===== src/logic/mvwd_pkg.sv =====
// Purpose: constants and state types for the vlan tag and wake-up detect block
// Assumes: axi4-lite register slave, byte-wide receive stream
// Notes: register index times four gives the byte address
package mvwd_pkg;
    // ----------------------------------------
    // register map
    // ----------------------------------------
    localparam int AW = 8;
    localparam int ADDR_LSB = 2;
    localparam logic [5:0] IDX_TAG_A = 6'h09;
    localparam logic [5:0] IDX_TAG_B = 6'h0a;
    localparam logic [5:0] IDX_FILT = 6'h0b;
    localparam logic [5:0] IDX_WCSR = 6'h0c;
    localparam logic [5:0] IDX_IST = 6'h10;
    localparam logic [5:0] IDX_IMASK = 6'h11;
    localparam logic [5:0] IDX_STA_LO = 6'h12;
    localparam logic [5:0] IDX_STA_HI = 6'h13;
    localparam logic [1:0] RESP_OKAY = 2'h0;
    localparam logic [1:0] RESP_SLVERR = 2'h2;
    // ----------------------------------------
    // field positions
    // ----------------------------------------
    localparam int WC_GUE = 9;
    localparam int WC_WFR = 6;
    localparam int WC_MPR = 5;
    localparam int WC_WFEN = 2;
    localparam int WC_MAGIC_PACKET_ENABLE = 1;
    localparam int IST_W = 6;
    localparam int TAG_W = 16;
    localparam int STA_HI_W = 16;
    // ----------------------------------------
    // frame figures
    // ----------------------------------------
    localparam logic [10:0] TAG_HI_IDX = 11'h00c;
    localparam logic [10:0] TAG_LO_IDX = 11'h00d;
    localparam logic [10:0] LEN_MAX = 11'h5ee;
    localparam logic [10:0] LEN_MAX_VLAN = 11'h5f2;
    localparam logic [10:0] CNT_SAT = 11'h7ff;
    localparam logic [10:0] WF_SPAN = 11'h020;
    localparam int FILT_WORDS = 8;
    localparam int WF_FILTERS = 4;
    localparam logic [7:0] MAGIC_FF = 8'hff;
    localparam logic [2:0] FF_RUN = 3'h6;
    localparam logic [2:0] MAC_LAST = 3'h5;
    localparam logic [4:0] MAC_REPS_LAST = 5'hf;

    typedef enum logic {MG_SYNC, MG_ADDR} mvwd_magic_t;

    typedef struct packed {
        logic aw_ok;
        logic w_ok;
        logic [AW-1:0] awaddr;
        logic [31:0] wdata;
        logic [3:0] wstrb;
        logic awready;
        logic wready;
        logic bvalid;
        logic [1:0] bresp;
        logic arready;
        logic rvalid;
        logic [1:0] rresp;
        logic [31:0] rdata;
        logic [TAG_W-1:0] tag_a;
        logic [TAG_W-1:0] tag_b;
        logic [FILT_WORDS-1:0][31:0] filt;
        logic [2:0] fptr;
        logic guen;
        logic wfen;
        logic magic_packet_enable;
        logic wfr;
        logic magic_packet_received;
        logic [IST_W-1:0] ist;
        logic [IST_W-1:0] imask;
        logic [47:0] sta;
        logic irq;
        logic [10:0] byte_cnt;
        logic [7:0] tag_hi;
        logic vlan_a_hit;
        logic vlan_b_hit;
        logic da_grp;
        logic [WF_FILTERS-1:0][7:0] csum;
        mvwd_magic_t mg_state;
        logic [2:0] ff_cnt;
        logic [2:0] mac_idx;
        logic [4:0] mac_rep;
        logic magic_hit;
        logic vlan_a_p;
        logic vlan_b_p;
        logic len_err_p;
        logic wake_p;
    } mvwd_state_t;
endpackage


===== src/logic/mvwd_core.sv =====
// Purpose: vlan tag detection, frame length check and wake-up detection
// Assumes: rx stream is one byte per cycle with valid, last and crc-good marks
// Notes: all state lives in one struct, registered by a single always_ff
//
// The implementer's own choice: the AXI4-Lite register port.
`timescale 1ns/1ps

// Notes on behaviour
// - compare first tag identifier with frame bytes 13 and 14; flag match.
// - compare second tag identifier with frame bytes 13 and 14; flag match.
// - vlan frames may be 1522 bytes long instead of 1518.
// - reset, hard or soft, points filter loading back at dword 0.
// - after eight dwords the filter pointer wraps to the first entry.
// - filter load port is write-only; reads return zero.
// - with unicast wake enabled, wake on a frame whose address bit 0 is zero.
// - a valid wake-up frame sets the wake-frame-received flag, bit 6.
// - a valid magic packet sets the magic-packet-received flag, bit 5.
// - wake-frame enable gates all wake-up frame detection.
// - magic-packet enable turns magic packet detection on.
module mvwd_core (
    input wire logic ref_clk_i,
    input wire logic arst_n_i,
    input wire logic soft_reset_i,
    input wire logic [7:0] s_axi_awaddr,
    input wire logic s_axi_awvalid,
    output logic s_axi_awready,
    input wire logic [31:0] s_axi_wdata,
    input wire logic [3:0] s_axi_wstrb,
    input wire logic s_axi_wvalid,
    output logic s_axi_wready,
    output logic [1:0] s_axi_bresp,
    output logic s_axi_bvalid,
    input wire logic s_axi_bready,
    input wire logic [7:0] s_axi_araddr,
    input wire logic s_axi_arvalid,
    output logic s_axi_arready,
    output logic [31:0] s_axi_rdata,
    output logic [1:0] s_axi_rresp,
    output logic s_axi_rvalid,
    input wire logic s_axi_rready,
    input wire logic rx_valid_i,
    input wire logic [7:0] rx_data_i,
    input wire logic rx_last_i,
    input wire logic rx_good_i,
    input wire logic power_save_i,
    output logic frame_vlan_a_o,
    output logic frame_vlan_b_o,
    output logic frame_len_err_o,
    output logic wake_o,
    output logic irq_o
);
    mvwd_pkg::mvwd_state_t s;
    mvwd_pkg::mvwd_state_t next_s;

    function automatic logic [31:0] merge(input logic [31:0] old, input logic [31:0] val,
                                          input logic [31:0] mask);
        merge = (old & ~mask) | (val & mask);
    endfunction

    always_comb begin
        logic [31:0] wmask;
        logic [31:0] wval;
        logic [31:0] w1c;
        logic [10:0] bi;
        logic [7:0] b;
        logic len_bad;
        logic good;
        logic wf_hit;
        logic wake;
        logic do_wfr;
        logic do_mpr;
        logic [mvwd_pkg::IST_W-1:0] ev;
        wmask = '0;
        wval = '0;
        w1c = '0;
        bi = s.byte_cnt;
        b = rx_data_i;
        len_bad = 1'b0;
        good = 1'b0;
        wf_hit = 1'b0;
        wake = 1'b0;
        do_wfr = 1'b0;
        do_mpr = 1'b0;
        ev = '0;
        next_s = s;
        next_s.vlan_a_p = 1'b0;
        next_s.vlan_b_p = 1'b0;
        next_s.len_err_p = 1'b0;
        next_s.wake_p = 1'b0;

        // ----------------------------------------
        // receive path
        // ----------------------------------------
        if (rx_valid_i) begin
            if (bi == '0) begin
                next_s.da_grp = b[0];
            end
            if (bi == mvwd_pkg::TAG_HI_IDX) begin
                next_s.tag_hi = b;
            end
            if (bi == mvwd_pkg::TAG_LO_IDX) begin
                next_s.vlan_a_hit = ({s.tag_hi, b} == s.tag_a);
                next_s.vlan_b_hit = ({s.tag_hi, b} == s.tag_b);
            end
            // filter k: dword k masks bytes 0..31, dword k+4 low byte holds their xor
            if (bi < mvwd_pkg::WF_SPAN) begin
                for (int k = 0; k < mvwd_pkg::WF_FILTERS; k++) begin
                    if (s.filt[k][bi[4:0]]) begin
                        next_s.csum[k] = s.csum[k] ^ b;
                    end
                end
            end
            if (s.magic_packet_enable) begin
                case (s.mg_state)
                    mvwd_pkg::MG_SYNC: begin
                        if (b == mvwd_pkg::MAGIC_FF) begin
                            if (s.ff_cnt != mvwd_pkg::FF_RUN) begin
                                next_s.ff_cnt = s.ff_cnt + 3'h1;
                            end
                        end else if (s.ff_cnt == mvwd_pkg::FF_RUN && b == s.sta[7:0]) begin
                            next_s.mg_state = mvwd_pkg::MG_ADDR;
                            next_s.mac_idx = 3'h1;
                            next_s.mac_rep = '0;
                        end else begin
                            next_s.ff_cnt = '0;
                        end
                    end
                    mvwd_pkg::MG_ADDR: begin
                        if (b == s.sta[{s.mac_idx, 3'h0} +: 8]) begin
                            if (s.mac_idx == mvwd_pkg::MAC_LAST) begin
                                next_s.mac_idx = '0;
                                next_s.mac_rep = s.mac_rep + 5'h1;
                                if (s.mac_rep == mvwd_pkg::MAC_REPS_LAST) begin
                                    next_s.magic_hit = 1'b1;
                                    next_s.mg_state = mvwd_pkg::MG_SYNC;
                                    next_s.ff_cnt = '0;
                                end
                            end else begin
                                next_s.mac_idx = s.mac_idx + 3'h1;
                            end
                        end else begin
                            // a broken copy may itself start a new sync run
                            next_s.mg_state = mvwd_pkg::MG_SYNC;
                            next_s.ff_cnt = (b == mvwd_pkg::MAGIC_FF) ? 3'h1 : 3'h0;
                        end
                    end
                    default: begin
                        next_s.mg_state = mvwd_pkg::MG_SYNC;
                    end
                endcase
            end
            if (s.byte_cnt != mvwd_pkg::CNT_SAT) begin
                next_s.byte_cnt = s.byte_cnt + 11'h1;
            end
            if (rx_last_i) begin
                // frame length is bi+1, so length > max equals bi >= max
                if (next_s.vlan_a_hit || next_s.vlan_b_hit) begin
                    len_bad = (bi >= mvwd_pkg::LEN_MAX_VLAN);
                end else begin
                    len_bad = (bi >= mvwd_pkg::LEN_MAX);
                end
                good = rx_good_i && !len_bad;
                for (int k = 0; k < mvwd_pkg::WF_FILTERS; k++) begin
                    if (|s.filt[k] &&
                        next_s.csum[k] == s.filt[k + mvwd_pkg::WF_FILTERS][7:0]) begin
                        wf_hit = 1'b1;
                    end
                end
                do_wfr = good && s.wfen && wf_hit;
                do_mpr = good && s.magic_packet_enable && next_s.magic_hit;
                wake = power_save_i && good &&
                       (do_wfr || do_mpr || (s.guen && !next_s.da_grp));
                next_s.vlan_a_p = next_s.vlan_a_hit;
                next_s.vlan_b_p = next_s.vlan_b_hit;
                next_s.len_err_p = len_bad;
                next_s.wake_p = wake;
                ev = {wake, do_wfr, do_mpr, len_bad, next_s.vlan_b_hit, next_s.vlan_a_hit};
                next_s.byte_cnt = '0;
                next_s.vlan_a_hit = 1'b0;
                next_s.vlan_b_hit = 1'b0;
                next_s.csum = '0;
                next_s.mg_state = mvwd_pkg::MG_SYNC;
                next_s.ff_cnt = '0;
                next_s.magic_hit = 1'b0;
            end
        end

        // ----------------------------------------
        // axi4-lite write
        // ----------------------------------------
        if (s.awready && s_axi_awvalid) begin
            next_s.aw_ok = 1'b1;
            next_s.awaddr = s_axi_awaddr;
        end
        if (s.wready && s_axi_wvalid) begin
            next_s.w_ok = 1'b1;
            next_s.wdata = s_axi_wdata;
            next_s.wstrb = s_axi_wstrb;
        end
        if (s.bvalid && s_axi_bready) begin
            next_s.bvalid = 1'b0;
        end
        if (s.aw_ok && s.w_ok && !s.bvalid) begin
            for (int i = 0; i < 4; i++) begin
                wmask[i*8 +: 8] = {8{s.wstrb[i]}};
            end
            w1c = s.wdata & wmask;
            next_s.aw_ok = 1'b0;
            next_s.w_ok = 1'b0;
            next_s.bvalid = 1'b1;
            next_s.bresp = mvwd_pkg::RESP_OKAY;
            case (s.awaddr[mvwd_pkg::AW-1:mvwd_pkg::ADDR_LSB])
                mvwd_pkg::IDX_TAG_A: begin
                    wval = merge({16'h0, s.tag_a}, s.wdata, wmask);
                    next_s.tag_a = wval[mvwd_pkg::TAG_W-1:0];
                end
                mvwd_pkg::IDX_TAG_B: begin
                    wval = merge({16'h0, s.tag_b}, s.wdata, wmask);
                    next_s.tag_b = wval[mvwd_pkg::TAG_W-1:0];
                end
                mvwd_pkg::IDX_FILT: begin
                    next_s.filt[s.fptr] = merge(s.filt[s.fptr], s.wdata, wmask);
                    next_s.fptr = s.fptr + 3'h1;
                end
                mvwd_pkg::IDX_WCSR: begin
                    wval = merge({22'h0, s.guen, 6'h0, s.wfen, s.magic_packet_enable, 1'b0}, s.wdata, wmask);
                    next_s.guen = wval[mvwd_pkg::WC_GUE];
                    next_s.wfen = wval[mvwd_pkg::WC_WFEN];
                    next_s.magic_packet_enable = wval[mvwd_pkg::WC_MAGIC_PACKET_ENABLE];
                    if (w1c[mvwd_pkg::WC_WFR]) begin
                        next_s.wfr = 1'b0;
                    end
                    if (w1c[mvwd_pkg::WC_MPR]) begin
                        next_s.magic_packet_received = 1'b0;
                    end
                end
                mvwd_pkg::IDX_IST: begin
                    next_s.ist = s.ist & ~w1c[mvwd_pkg::IST_W-1:0];
                end
                mvwd_pkg::IDX_IMASK: begin
                    wval = merge({26'h0, s.imask}, s.wdata, wmask);
                    next_s.imask = wval[mvwd_pkg::IST_W-1:0];
                end
                mvwd_pkg::IDX_STA_LO: begin
                    next_s.sta[31:0] = merge(s.sta[31:0], s.wdata, wmask);
                end
                mvwd_pkg::IDX_STA_HI: begin
                    wval = merge({16'h0, s.sta[47:32]}, s.wdata, wmask);
                    next_s.sta[47:32] = wval[mvwd_pkg::STA_HI_W-1:0];
                end
                default: begin
                    next_s.bresp = mvwd_pkg::RESP_SLVERR;
                end
            endcase
        end
        if (soft_reset_i) begin
            next_s.fptr = '0;
        end
        // hardware set beats a same-cycle software clear
        next_s.ist = next_s.ist | ev;
        next_s.wfr = next_s.wfr | do_wfr;
        next_s.magic_packet_received = next_s.magic_packet_received | do_mpr;

        // ----------------------------------------
        // axi4-lite read
        // ----------------------------------------
        if (s.arready && s_axi_arvalid) begin
            next_s.rvalid = 1'b1;
            next_s.rresp = mvwd_pkg::RESP_OKAY;
            next_s.rdata = '0;
            case (s_axi_araddr[mvwd_pkg::AW-1:mvwd_pkg::ADDR_LSB])
                mvwd_pkg::IDX_TAG_A: next_s.rdata = {16'h0, s.tag_a};
                mvwd_pkg::IDX_TAG_B: next_s.rdata = {16'h0, s.tag_b};
                mvwd_pkg::IDX_FILT: next_s.rdata = '0;
                mvwd_pkg::IDX_WCSR: begin
                    next_s.rdata[mvwd_pkg::WC_GUE] = s.guen;
                    next_s.rdata[mvwd_pkg::WC_WFR] = s.wfr;
                    next_s.rdata[mvwd_pkg::WC_MPR] = s.magic_packet_received;
                    next_s.rdata[mvwd_pkg::WC_WFEN] = s.wfen;
                    next_s.rdata[mvwd_pkg::WC_MAGIC_PACKET_ENABLE] = s.magic_packet_enable;
                end
                mvwd_pkg::IDX_IST: next_s.rdata = {26'h0, s.ist};
                mvwd_pkg::IDX_IMASK: next_s.rdata = {26'h0, s.imask};
                mvwd_pkg::IDX_STA_LO: next_s.rdata = s.sta[31:0];
                mvwd_pkg::IDX_STA_HI: next_s.rdata = {16'h0, s.sta[47:32]};
                default: next_s.rresp = mvwd_pkg::RESP_SLVERR;
            endcase
        end else if (s.rvalid && s_axi_rready) begin
            next_s.rvalid = 1'b0;
        end
        // one write and one read in flight; ready reopens after the answer
        next_s.awready = !next_s.aw_ok && !next_s.bvalid;
        next_s.wready = !next_s.w_ok && !next_s.bvalid;
        next_s.arready = !next_s.rvalid;
        next_s.irq = |(next_s.ist & next_s.imask);
    end

    always_ff @(posedge ref_clk_i or negedge arst_n_i) begin
        if (!arst_n_i) begin
            s <= '0;
        end else begin
            s <= next_s;
        end
    end

    assign s_axi_awready = s.awready;
    assign s_axi_wready = s.wready;
    assign s_axi_bvalid = s.bvalid;
    assign s_axi_bresp = s.bresp;
    assign s_axi_arready = s.arready;
    assign s_axi_rvalid = s.rvalid;
    assign s_axi_rdata = s.rdata;
    assign s_axi_rresp = s.rresp;
    assign frame_vlan_a_o = s.vlan_a_p;
    assign frame_vlan_b_o = s.vlan_b_p;
    assign frame_len_err_o = s.len_err_p;
    assign wake_o = s.wake_p;
    assign irq_o = s.irq;
endmodule


===== config.mk =====
export PLATFORM = sky130hd
export DESIGN_NAME = mvwd_core
export DESIGN_NICKNAME = d
export VERILOG_FILES = /design/src/logic/mvwd_pkg.sv /design/src/logic/mvwd_core.sv
export SDC_FILE = /design/constraint.sdc
export NUM_CORES = 1
export LEC_CHECK = 0
export BUFFER_PORTS_ARGS = -buffer_cell sky130_fd_sc_hd__buf_2
export CAP_MARGIN = 20
export CELL_PAD_IN_SITES_DETAIL_PLACEMENT = 0
export CELL_PAD_IN_SITES_GLOBAL_PLACEMENT = 1
export CORE_ASPECT_RATIO = 1.2
export CORE_MARGIN = 2
export CORE_UTILIZATION = 53
export CTS_CLUSTER_SIZE = 28
export DETAILED_ROUTE_END_ITERATION = 12
export GPL_ROUTABILITY_DRIVEN = 0
export GPL_TIMING_DRIVEN = 0
export PLACE_DENSITY_LB_ADDON = 0.15
export SLEW_MARGIN = 10
export SYNTH_ARGS = -nofsm -noshare
export SYNTH_HDL_FRONTEND = slang
export SYNTH_SLANG_ARGS = --single-unit

===== constraint.sdc =====
create_clock -name ref_clk_i -period 5 [get_ports ref_clk_i]
set_clock_uncertainty 0.2 [all_clocks]
set_input_delay 0.25 -clock ref_clk_i [delete_from_list [all_inputs] [get_ports ref_clk_i]]
set_output_delay 0.25 -clock ref_clk_i [all_outputs]
set_load 0.05 [all_outputs]

==> metrics.md, run 1 <==
| Metric | Value |
|---|---|
| Status | finished, violations left |
| Failing checks | negative setup slack |
| Max_cap viols | 0 |
| Final period utilization | 102% |
| Adder and majority gate portion of the synthesized area | 0.372% |
| Detailed Route Iter0 Violations | 2,599 |
| Pwr/cell area | 435 nW/µm² |
| Boundary pin count | 118 |
| DIE AREA | 52,600 µm² |
| Hold Path Class | primary input to flop |
| Storage cell area | 12,800 µm² |
| Final WL | 96,600 µm |
| DRC | 0 |
| Number of buffers added on ports | 106 |
| Synth Flop Type | dfrtp_1 |
| Pin count of the biggest net entering global routing | 110 |
| Routed wire length per instance | 27.0 µm |
| First-pass iteration count of the detailed router | 7 |
| CTS Sinks | 511 |
| Core Util, Final | 61.6% |
| Synth Area in XOR/XNOR | 3.35% |
| Simple-gate share of the synthesized area | 15.0% |
| Post-CTS Setup Inserts | 0 |
| Critical path data required time | 5.30 ns |
| Psw | 0.00484 W |
| Syn. warnings | 0 |
| Fraction of layout cells with a size suffix above 1 | 19.8% |
| Synth-to-Final Area Change | 15.1% |
| Post-synthesis mux area share | 16.8% |
| Sequential Power Share | 41.5% |
| Asr flop ratio synth | 100% |
| Antenna viol nets, final | 0 |
| Netlist cell types | 83 |
| Post-DP HPWL | 71,700 µm |
| Synthesized flop and latch total | 511 |
| Rel. slew slack | 18.8% |
| Final Max Tran Viols | 0 |
| Die Span X | 210 µm |
| Most numerous cell in the Yosys netlist | nand2_1 |
| WP data arrival | 5.40 ns |
| CTS tree | yes |
| First-pass GRT wire length | 143,000 µm |
| # fillers | 4,195 |
| Post-Syn Instances | 2,660 |
| Maximum root-to-sink buffer count | 3 |
| Critical path fanouts, max | 10 |
| Vias per cell | 6.38 |
| DR vias | 22,900 |
| Leak | 14.5 nW |
| Clk_lat worst skew | 0.62 ns |
| Starting Density | 53.5% |
| Fmax | 0.196 GHz |
| Final nets | 2,974 |
| Power share of the clock group | 31.5% |
| Main combinational cell family by area after synthesis | multiplexers |
| Post-synth EDFFs | 0 |
| Startpoint type of the worst setup path | flop |
| Worst setup path class | flop to flop |
| Complex-gate fraction of the synthesized area | 12.7% |
| Mapped cell area | 26,900 µm² |
| Slew @ Worst Pin | 1.21 ns |
| IR drop worst, VDD | 0.000282 V |
| Synth top area cells | dfrtp_1 48%, mux2_2 11%, nand2_1 7.9%, mux2i_1 3.1%, mux4_2 2.6% |
| RSZ-0062 raised after global routing | no |
| Pint | 0.00862 W |
| Grt total ovfl | 0 |
| Non-Filler Instances | 3,584 |
| Top cells by count, synth | 567 x nand2_1, 511 x dfrtp_1, 265 x mux2_2, 129 x clkbuf_1 |
| Placed Cells | 3,420 |
| Endpoints failing hold | 0 |
| Die height | 251 µm |
| Cell taking the most area after synthesis | dfrtp_1 |
| Share of the synthesized area in the top cell type | 47.6% |
| CTS root buffer | clkbuf_16 |
| Row cnt | 90 |
| Critical Path Sink Type | flop |
| Final instance area | 30,900 µm² |
| H-tree depth | 2 |
| Clock transition at the registers of the reported paths | 0.06 ns |
| Worst Setup Slack, final | -0.0997 ns |
| Post-DP Area | 28,400 µm² |
| Syn avg cell area | 10.1 µm² |
| Number of global-route vias before repair | 22,400 |
| Sequential share of the synthesized area | 47.6% |
| Tmin final | 5.10 ns |
| # setup viols final | 23 |
| Sw Share | 35.9% |
| Initial antenna violation count | 5 |
| Area occupied by multi-input gates | 13,000 µm² |
| Gr usage total | 36.7% |
| Logic gate share of total power | 27.0% |
| Setup_tns | -1.60 ns |
| Core area | 50,200 µm² |
| TritonCTS Buffers | 53 |
==> routing by layer <==
metal / up-vias / track usage, % / wire length (µm)
li1: 9941 / - / -
met4: 4 / 22.2 / 6500
met3: 353 / 7.21 / 8180
met1: 11300 / 45.8 / 36200
met5: - / 0 / 18
met2: 1222 / 59.3 / 45700
==> critical path, cell delays in order, from the launching register on <==
cell and delay [ns]:
dfrtp_1 0.32, clkbuf_1 0.56, clkbuf_1 0.90, clkbuf_1 0.64
buf_1 0.77, nand3_2 0.68, clkbuf_1 0.49, mux2_2 0.38
==> power groups by stage <==
| stage | sequential (W) | combinational, W | clock [W] |
|---|---|---|---|
| after floorplan | 0.00526 | 0.00232 | 0 |
| after global placement | 0.00558 | 0.00339 | 0 |
| after detailed placement | 0.00561 | 0.00349 | 0 |
| after CTS | 0.00554 | 0.00357 | 0.00427 |
| after global routing | 0.00561 | 0.00388 | 0.00444 |
| final | 0.00558 | 0.00364 | 0.00423 |
==> cell families (layout without fill, tap and decap cells) <==
family	count (synthesis)	count (layout)
XOR/XNOR	103	103
AND/OR/NAND/NOR	909	909
AO/OA/AOI/OAI	509	509
other	1	3
buffers and inverters	239	517
flip-flops	511	511
adder cells (fa/ha/maj)	8	8
multiplexers	380	380
==> path summary, 6_finish.rpt <==
path	startpoint	end	slack (ns)	cells past startpoint
max in group asynchronous	arst_n_i	s[500]	2.45	6
hold reg to reg	s[277]	s[277]	0.28	2
setup reg to reg	s[139]	s[375]	-0.1	7
hold / removal	rx_last_i	irq_o	0.02	3
setup / recovery	s[139]	s[375]	-0.1	7
min in group asynchronous	arst_n_i	s[28]	0.52	3
==> cell type report <==
type	count	area share, %
sequential	511	41.3
clock inverter	23	1.09
antenna	1	0.00809
buffer	195	3.12
inverter	43	0.522
tap	644	2.60
clock buffer	77	4.91
multi-input combinational	1911	42.0
timing repair buffer	179	4.38
==> what timing repair did <==
item / CTS / global route
setup endpoints to repair: 40 / 29
gates resized for setup: 2 / 1
pin swaps: 0 / 0
hold buffers: 62 / 0
hold endpoints to repair: 397 / 0
==> cells in the final DEF (no fill, tap or decap), types with 19 or more instances in the layout <==
master,count
nor2b_1,19
mux2_2,265
dlygate4sd3_1,62
nand3_1,36
a221oi_1,24
dfrtp_1,511
clkbuf_16,54
a21oi_1,91
a31oi_1,39
inv_1,41
buf_4,37
a22oi_1,67
clkbuf_1,143
nand2_1,567
mux2i_1,84
nor3_1,21
o21bai_1,27
a22o_1,41
buf_2,116
nor2_1,120
nand4_1,25
xnor2_1,68
mux4_2,31
o21ai_0,122
nor4_1,39
xor2_1,35
==> per-stage QoR <==
| step | power [W] | setup WS [ns] | hold slack (ns) |
|---|---|---|---|
| 3_3_place_gp | 0.00898 | -6.78 | 0.259 |
| 2_1_floorplan | 0.00758 | 2.04 | -0.246 |
| 3_5_place_dp | 0.00909 | -0.125 | 0.0376 |
| 5_1_grt | 0.0139 | 0.0324 | 0.0388 |
| 4_1_cts | 0.0134 | 0.0785 | 0.0179 |
| 6_report | 0.0135 | -0.0997 | 0.0188 |
Power figures use the tool's default switching activity.
==> inputs of run 2 (changes only) <==
- ABC_AREA: not set -> 1
- CORE_UTILIZATION: 53 -> 50
==> metrics.md, run 2 <==
| Metric | Value |
|---|---|
| First-pass iteration count of the detailed router | 6 (-1) |
| WP data arrival | 4.99 ns (-0.41 ns) |
| Die Span X | 211 µm (+0.84%) |
| Critical path data required time | 5.35 ns (+0.05 ns) |
| Asr flop ratio synth | 100% (unchanged) |
| Grt total ovfl | 0 (unchanged) |
| Vias per cell | 5.92 (-7.2%) |
| DRC | 0 (unchanged) |
| Pint | 0.00778 W (-9.7%) |
| # setup viols final | 0 (-100%) |
| Logic gate share of total power | 25.4% (-1.6 points) |
| Fraction of layout cells with a size suffix above 1 | 8.34% (-12 points) |
| Leak | 13.9 nW (-4.6%) |
| Hold Path Class | primary input to async pin |
| Share of the synthesized area in the top cell type | 49.5% (+2.0 points) |
| Syn avg cell area | 7.86 µm² (-22%) |
| Boundary pin count | 118 (unchanged) |
| Starting Density | 50.4% (-3.2 points) |
| DR vias | 24,900 (+9.1%) |
| Die height | 253 µm (+0.85%) |
| Initial antenna violation count | 1 (-4) |
| Slowest cell on the critical path | dlygate4sd3_1 |
| IR drop worst, VDD | 0.000364 V (+29%) |
| Final WL | 98,300 µm (+1.8%) |
| Critical Path Sink Type | flop |
| Post-Syn Instances | 3,284 (+23%) |
| Total power draw | 0.0122 W (-9.1%) |
| Routed wire length per instance | 23.3 µm (-13%) |
| Final antenna diode count | 0 (-1) |
| Gr usage total | 36.7% (about the same) |
| Critical path fanouts, max | 11 (+1) |
| Status | finished, final reports clean |
| Rel. slew slack | 25.5% (+6.7 points) |
| Synth-to-Final Area Change | 15.3% |
| Worst Path Buf+Inv | 7 (+2) |
| Endpoints failing hold | 0 (unchanged) |
| H-tree depth | 2 (unchanged) |
| Sequential Power Share | 41.4% (about the same) |
| Slew @ Worst Pin | 1.11 ns (-0.108 ns) |
| Row cnt | 91 (+1.1%) |
| Non-Filler Instances | 4,214 (+18%) |
| Clk_lat worst skew | 0.63 ns (about the same) |
| Crit path max-delay family | buffers and inverters |
| Clock transition at the registers of the reported paths | 0.06 ns (about the same) |
| Post-DP HPWL | 72,100 µm (+0.45%) |
| Cell taking the most area after synthesis | dfrtp_1 |
| Number of buffers added on ports | 108 (+1.9%) |
| Tmin final | 4.64 ns (-0.459 ns) |
| Max_cap viols | 0 (unchanged) |
| Cell mode on critical path | nand2_1 |
| Most numerous cell in the Yosys netlist | nand2_1 |
| Commonest non-fill, non-tap cells in the layout | 954 x nand2_1, 511 x dfrtp_1, 496 x o21ai_0, 357 x inv_1, 163 x nand3_1 |
| Netlist cell types | 46 (-45%) |
| Core area | 51,200 µm² (+2.0%) |
| Pwr/cell area | 411 nW/µm² (-5.5%) |
| Top cells by count, synth | 954 x nand2_1, 511 x dfrtp_1, 496 x o21ai_0, 357 x inv_1, 163 x nand3_1 |
| CTS Sinks | 511 (unchanged) |
| Worst Setup Slack, final | 0.359 ns (+0.459 ns) |
| CP max stage delay | 0.58 ns (-0.32 ns) |
| CP Cell Sequence | buf_6 > inv_2 > buf_6 > buf_6 > ha_1 > nand4_1 > clkinv_1 > nor2_1 > a31oi_1 > nand2_1 > o21ai_1 > nand2_1 > nor2_1 > dlygate4sd3_1 > nand2_1 > dlygate4sd3_1 > nand2_1 > nand2_1 > nand2_1 |
| Final nets | 3,602 (+21%) |
| Post-CTS Setup Inserts | 0 (unchanged) |
| Power share of the clock group | 33.2% (+1.7 points) |
| RSZ-0062 raised after global routing | no |
| Post-synth EDFFs | 0 (unchanged) |
| Startpoint type of the worst setup path | flop |
| First-pass GRT wire length | 146,000 µm (+1.9%) |
| Placed Cells | 4,050 (+18%) |
| Synth top area cells | dfrtp_1 50%, nand2_1 14%, o21ai_0 9.6%, inv_1 5.2%, nand3_1 3.2% |
| TritonCTS Buffers | 53 (unchanged) |
| Final Max Tran Viols | 0 (unchanged) |
| Maximum root-to-sink buffer count | 3 (unchanged) |
| Commonest non-fill, non-tap cell in the layout | nand2_1 |
| Mapped cell area | 25,800 µm² (-4.0%) |
| CTS root buffer | clkbuf_16 |
| Psw | 0.00445 W (-8.0%) |
| Sw Share | 36.4% (+0.43 points) |
| Final period utilization | 92.8% (-9.2 points) |
| Antenna viol nets, final | 0 (unchanged) |
| Sequential share of the synthesized area | 49.5% (+2.0 points) |
| Synthesized flop and latch total | 511 (unchanged) |
| DP Worst Slack | 0.953 ns (+1.08 ns) |
| Synth Flop Type | dfrtp_1 |
| Syn. warnings | 0 (unchanged) |
| Fmax | 0.215 GHz (+9.9%) |
| CTS tree | yes |
| Pin count of the biggest net entering global routing | 112 (+1.8%) |
| Worst setup path class | flop to flop |
| Number of global-route vias before repair | 23,900 (+6.9%) |
| Detailed Route Iter0 Violations | 2,724 (+4.8%) |
| Min Hold Slack | 0.0501 ns (+0.0313 ns) |
| DIE AREA | 53,500 µm² (+1.7%) |
==> run 2: changes by cell type after synthesis, moves of 33 or more <==
cell,delta
nand3_1,+126
a21oi_1,-43
mux2i_1,-84
o22ai_1,+64
nor2_1,+33
xnor2_1,-46
mux2_2,-261
a22oi_1,-60
inv_1,+316
nand2_1,+387
a22o_1,-40
o21ai_0,+374
==> run 2: logic make-up (layout without fill, tap and decap cells) <==
kind of cell | Yosys count | in the layout | synth area share, %
DFF | 511 | 511 | 49.5
AOI/OAI and AO/OA | 754 | 754 | 16.7
xor gates and xnor gates | 50 | 50 | 1.70
muxes | 4 | 4 | 0.175
and+or+nand+nor | 1392 | 1392 | 22.2
other | 1 | 2 | 0.0145
adders and majority gates | 8 | 8 | 0.388
buffers and inverters | 564 | 842 | 9.30
==> run 2: stage by stage <==
stage / util, % / setup TNS [ns] / cell area (µm²)
final: 58.1 / 0 / 29800
after global routing: 58.1 / 0 / 29800
after CTS: 58.1 / 0 / 29700
after detailed placement: 53.3 / 0 / 27300
after global placement: 53.0 / -3469.79 / 27200
after floorplan: - / 0 / 25800
==> run 2: repair_timing <==
item | CTS | global route
hold buffers | 67 | 0
resized for setup | 0 | 0
hold endpoints to repair | 292 | 0
==> run 2: layout make-up <==
cell class | count | area, µm²
Buffer | 190 | 996
Clock buffer | 74 | 1540
Clock inverter | 22 | 221
Fill cell | 4818 | 21500
Inverter | 374 | 1400
Multi-Input combinational cell | 2210 | 10600
Sequential cell | 511 | 12800
Tap cell | 651 | 815
Timing Repair Buffer | 182 | 1380
==> run 2: worst min-delay path, delay by kind of cell <==
| kind | cells | cell delay [ns] |
|---|---|---|
| buffers and inverters | 3 | 1.02 |
==> run 2: power groups by stage <==
stage | combinational, W | clock [W] | sequential, W
finish | 0.00310 | 0.00406 | 0.00507
detailed placement | 0.00295 | 0 | 0.00510
floorplan | 0.00179 | 0 | 0.00496
global route | 0.00338 | 0.00425 | 0.00510
CTS | 0.00302 | 0.00409 | 0.00503
global placement | 0.00290 | 0 | 0.00509
==> run 2: path summary, 6_finish.rpt <==
kind / depth (start not counted) / startpoint / end / slack (ns)
min: 3 / arst_n_i / frame_vlan_b_o / 0.05
min in group ref_clk_i: 3 / rx_data_i[7] / s[59] / 0.06
max in group asynchronous: 5 / arst_n_i / s[321] / 3.23
min reg2reg: 1 / s_axi_rvalid / s_axi_arready / 0.27
max: 19 / s[61] / irq_o / 0.36
max reg2reg: 19 / s[61] / irq_o / 0.36
==> run 2: per-layer routing <==
| layer | GRT usage, % | part of all wire (%) | vias up |
|---|---|---|---|
| li1 | - | - | 11300 |
| met1 | 45.9 | 38 | 12100 |
| met2 | 60.1 | 47 | 1262 |
| met3 | 6.16 | 8.1 | 300 |
| met4 | 21.5 | 6.5 | 2 |
| met5 | 0 | 0.0081 | - |
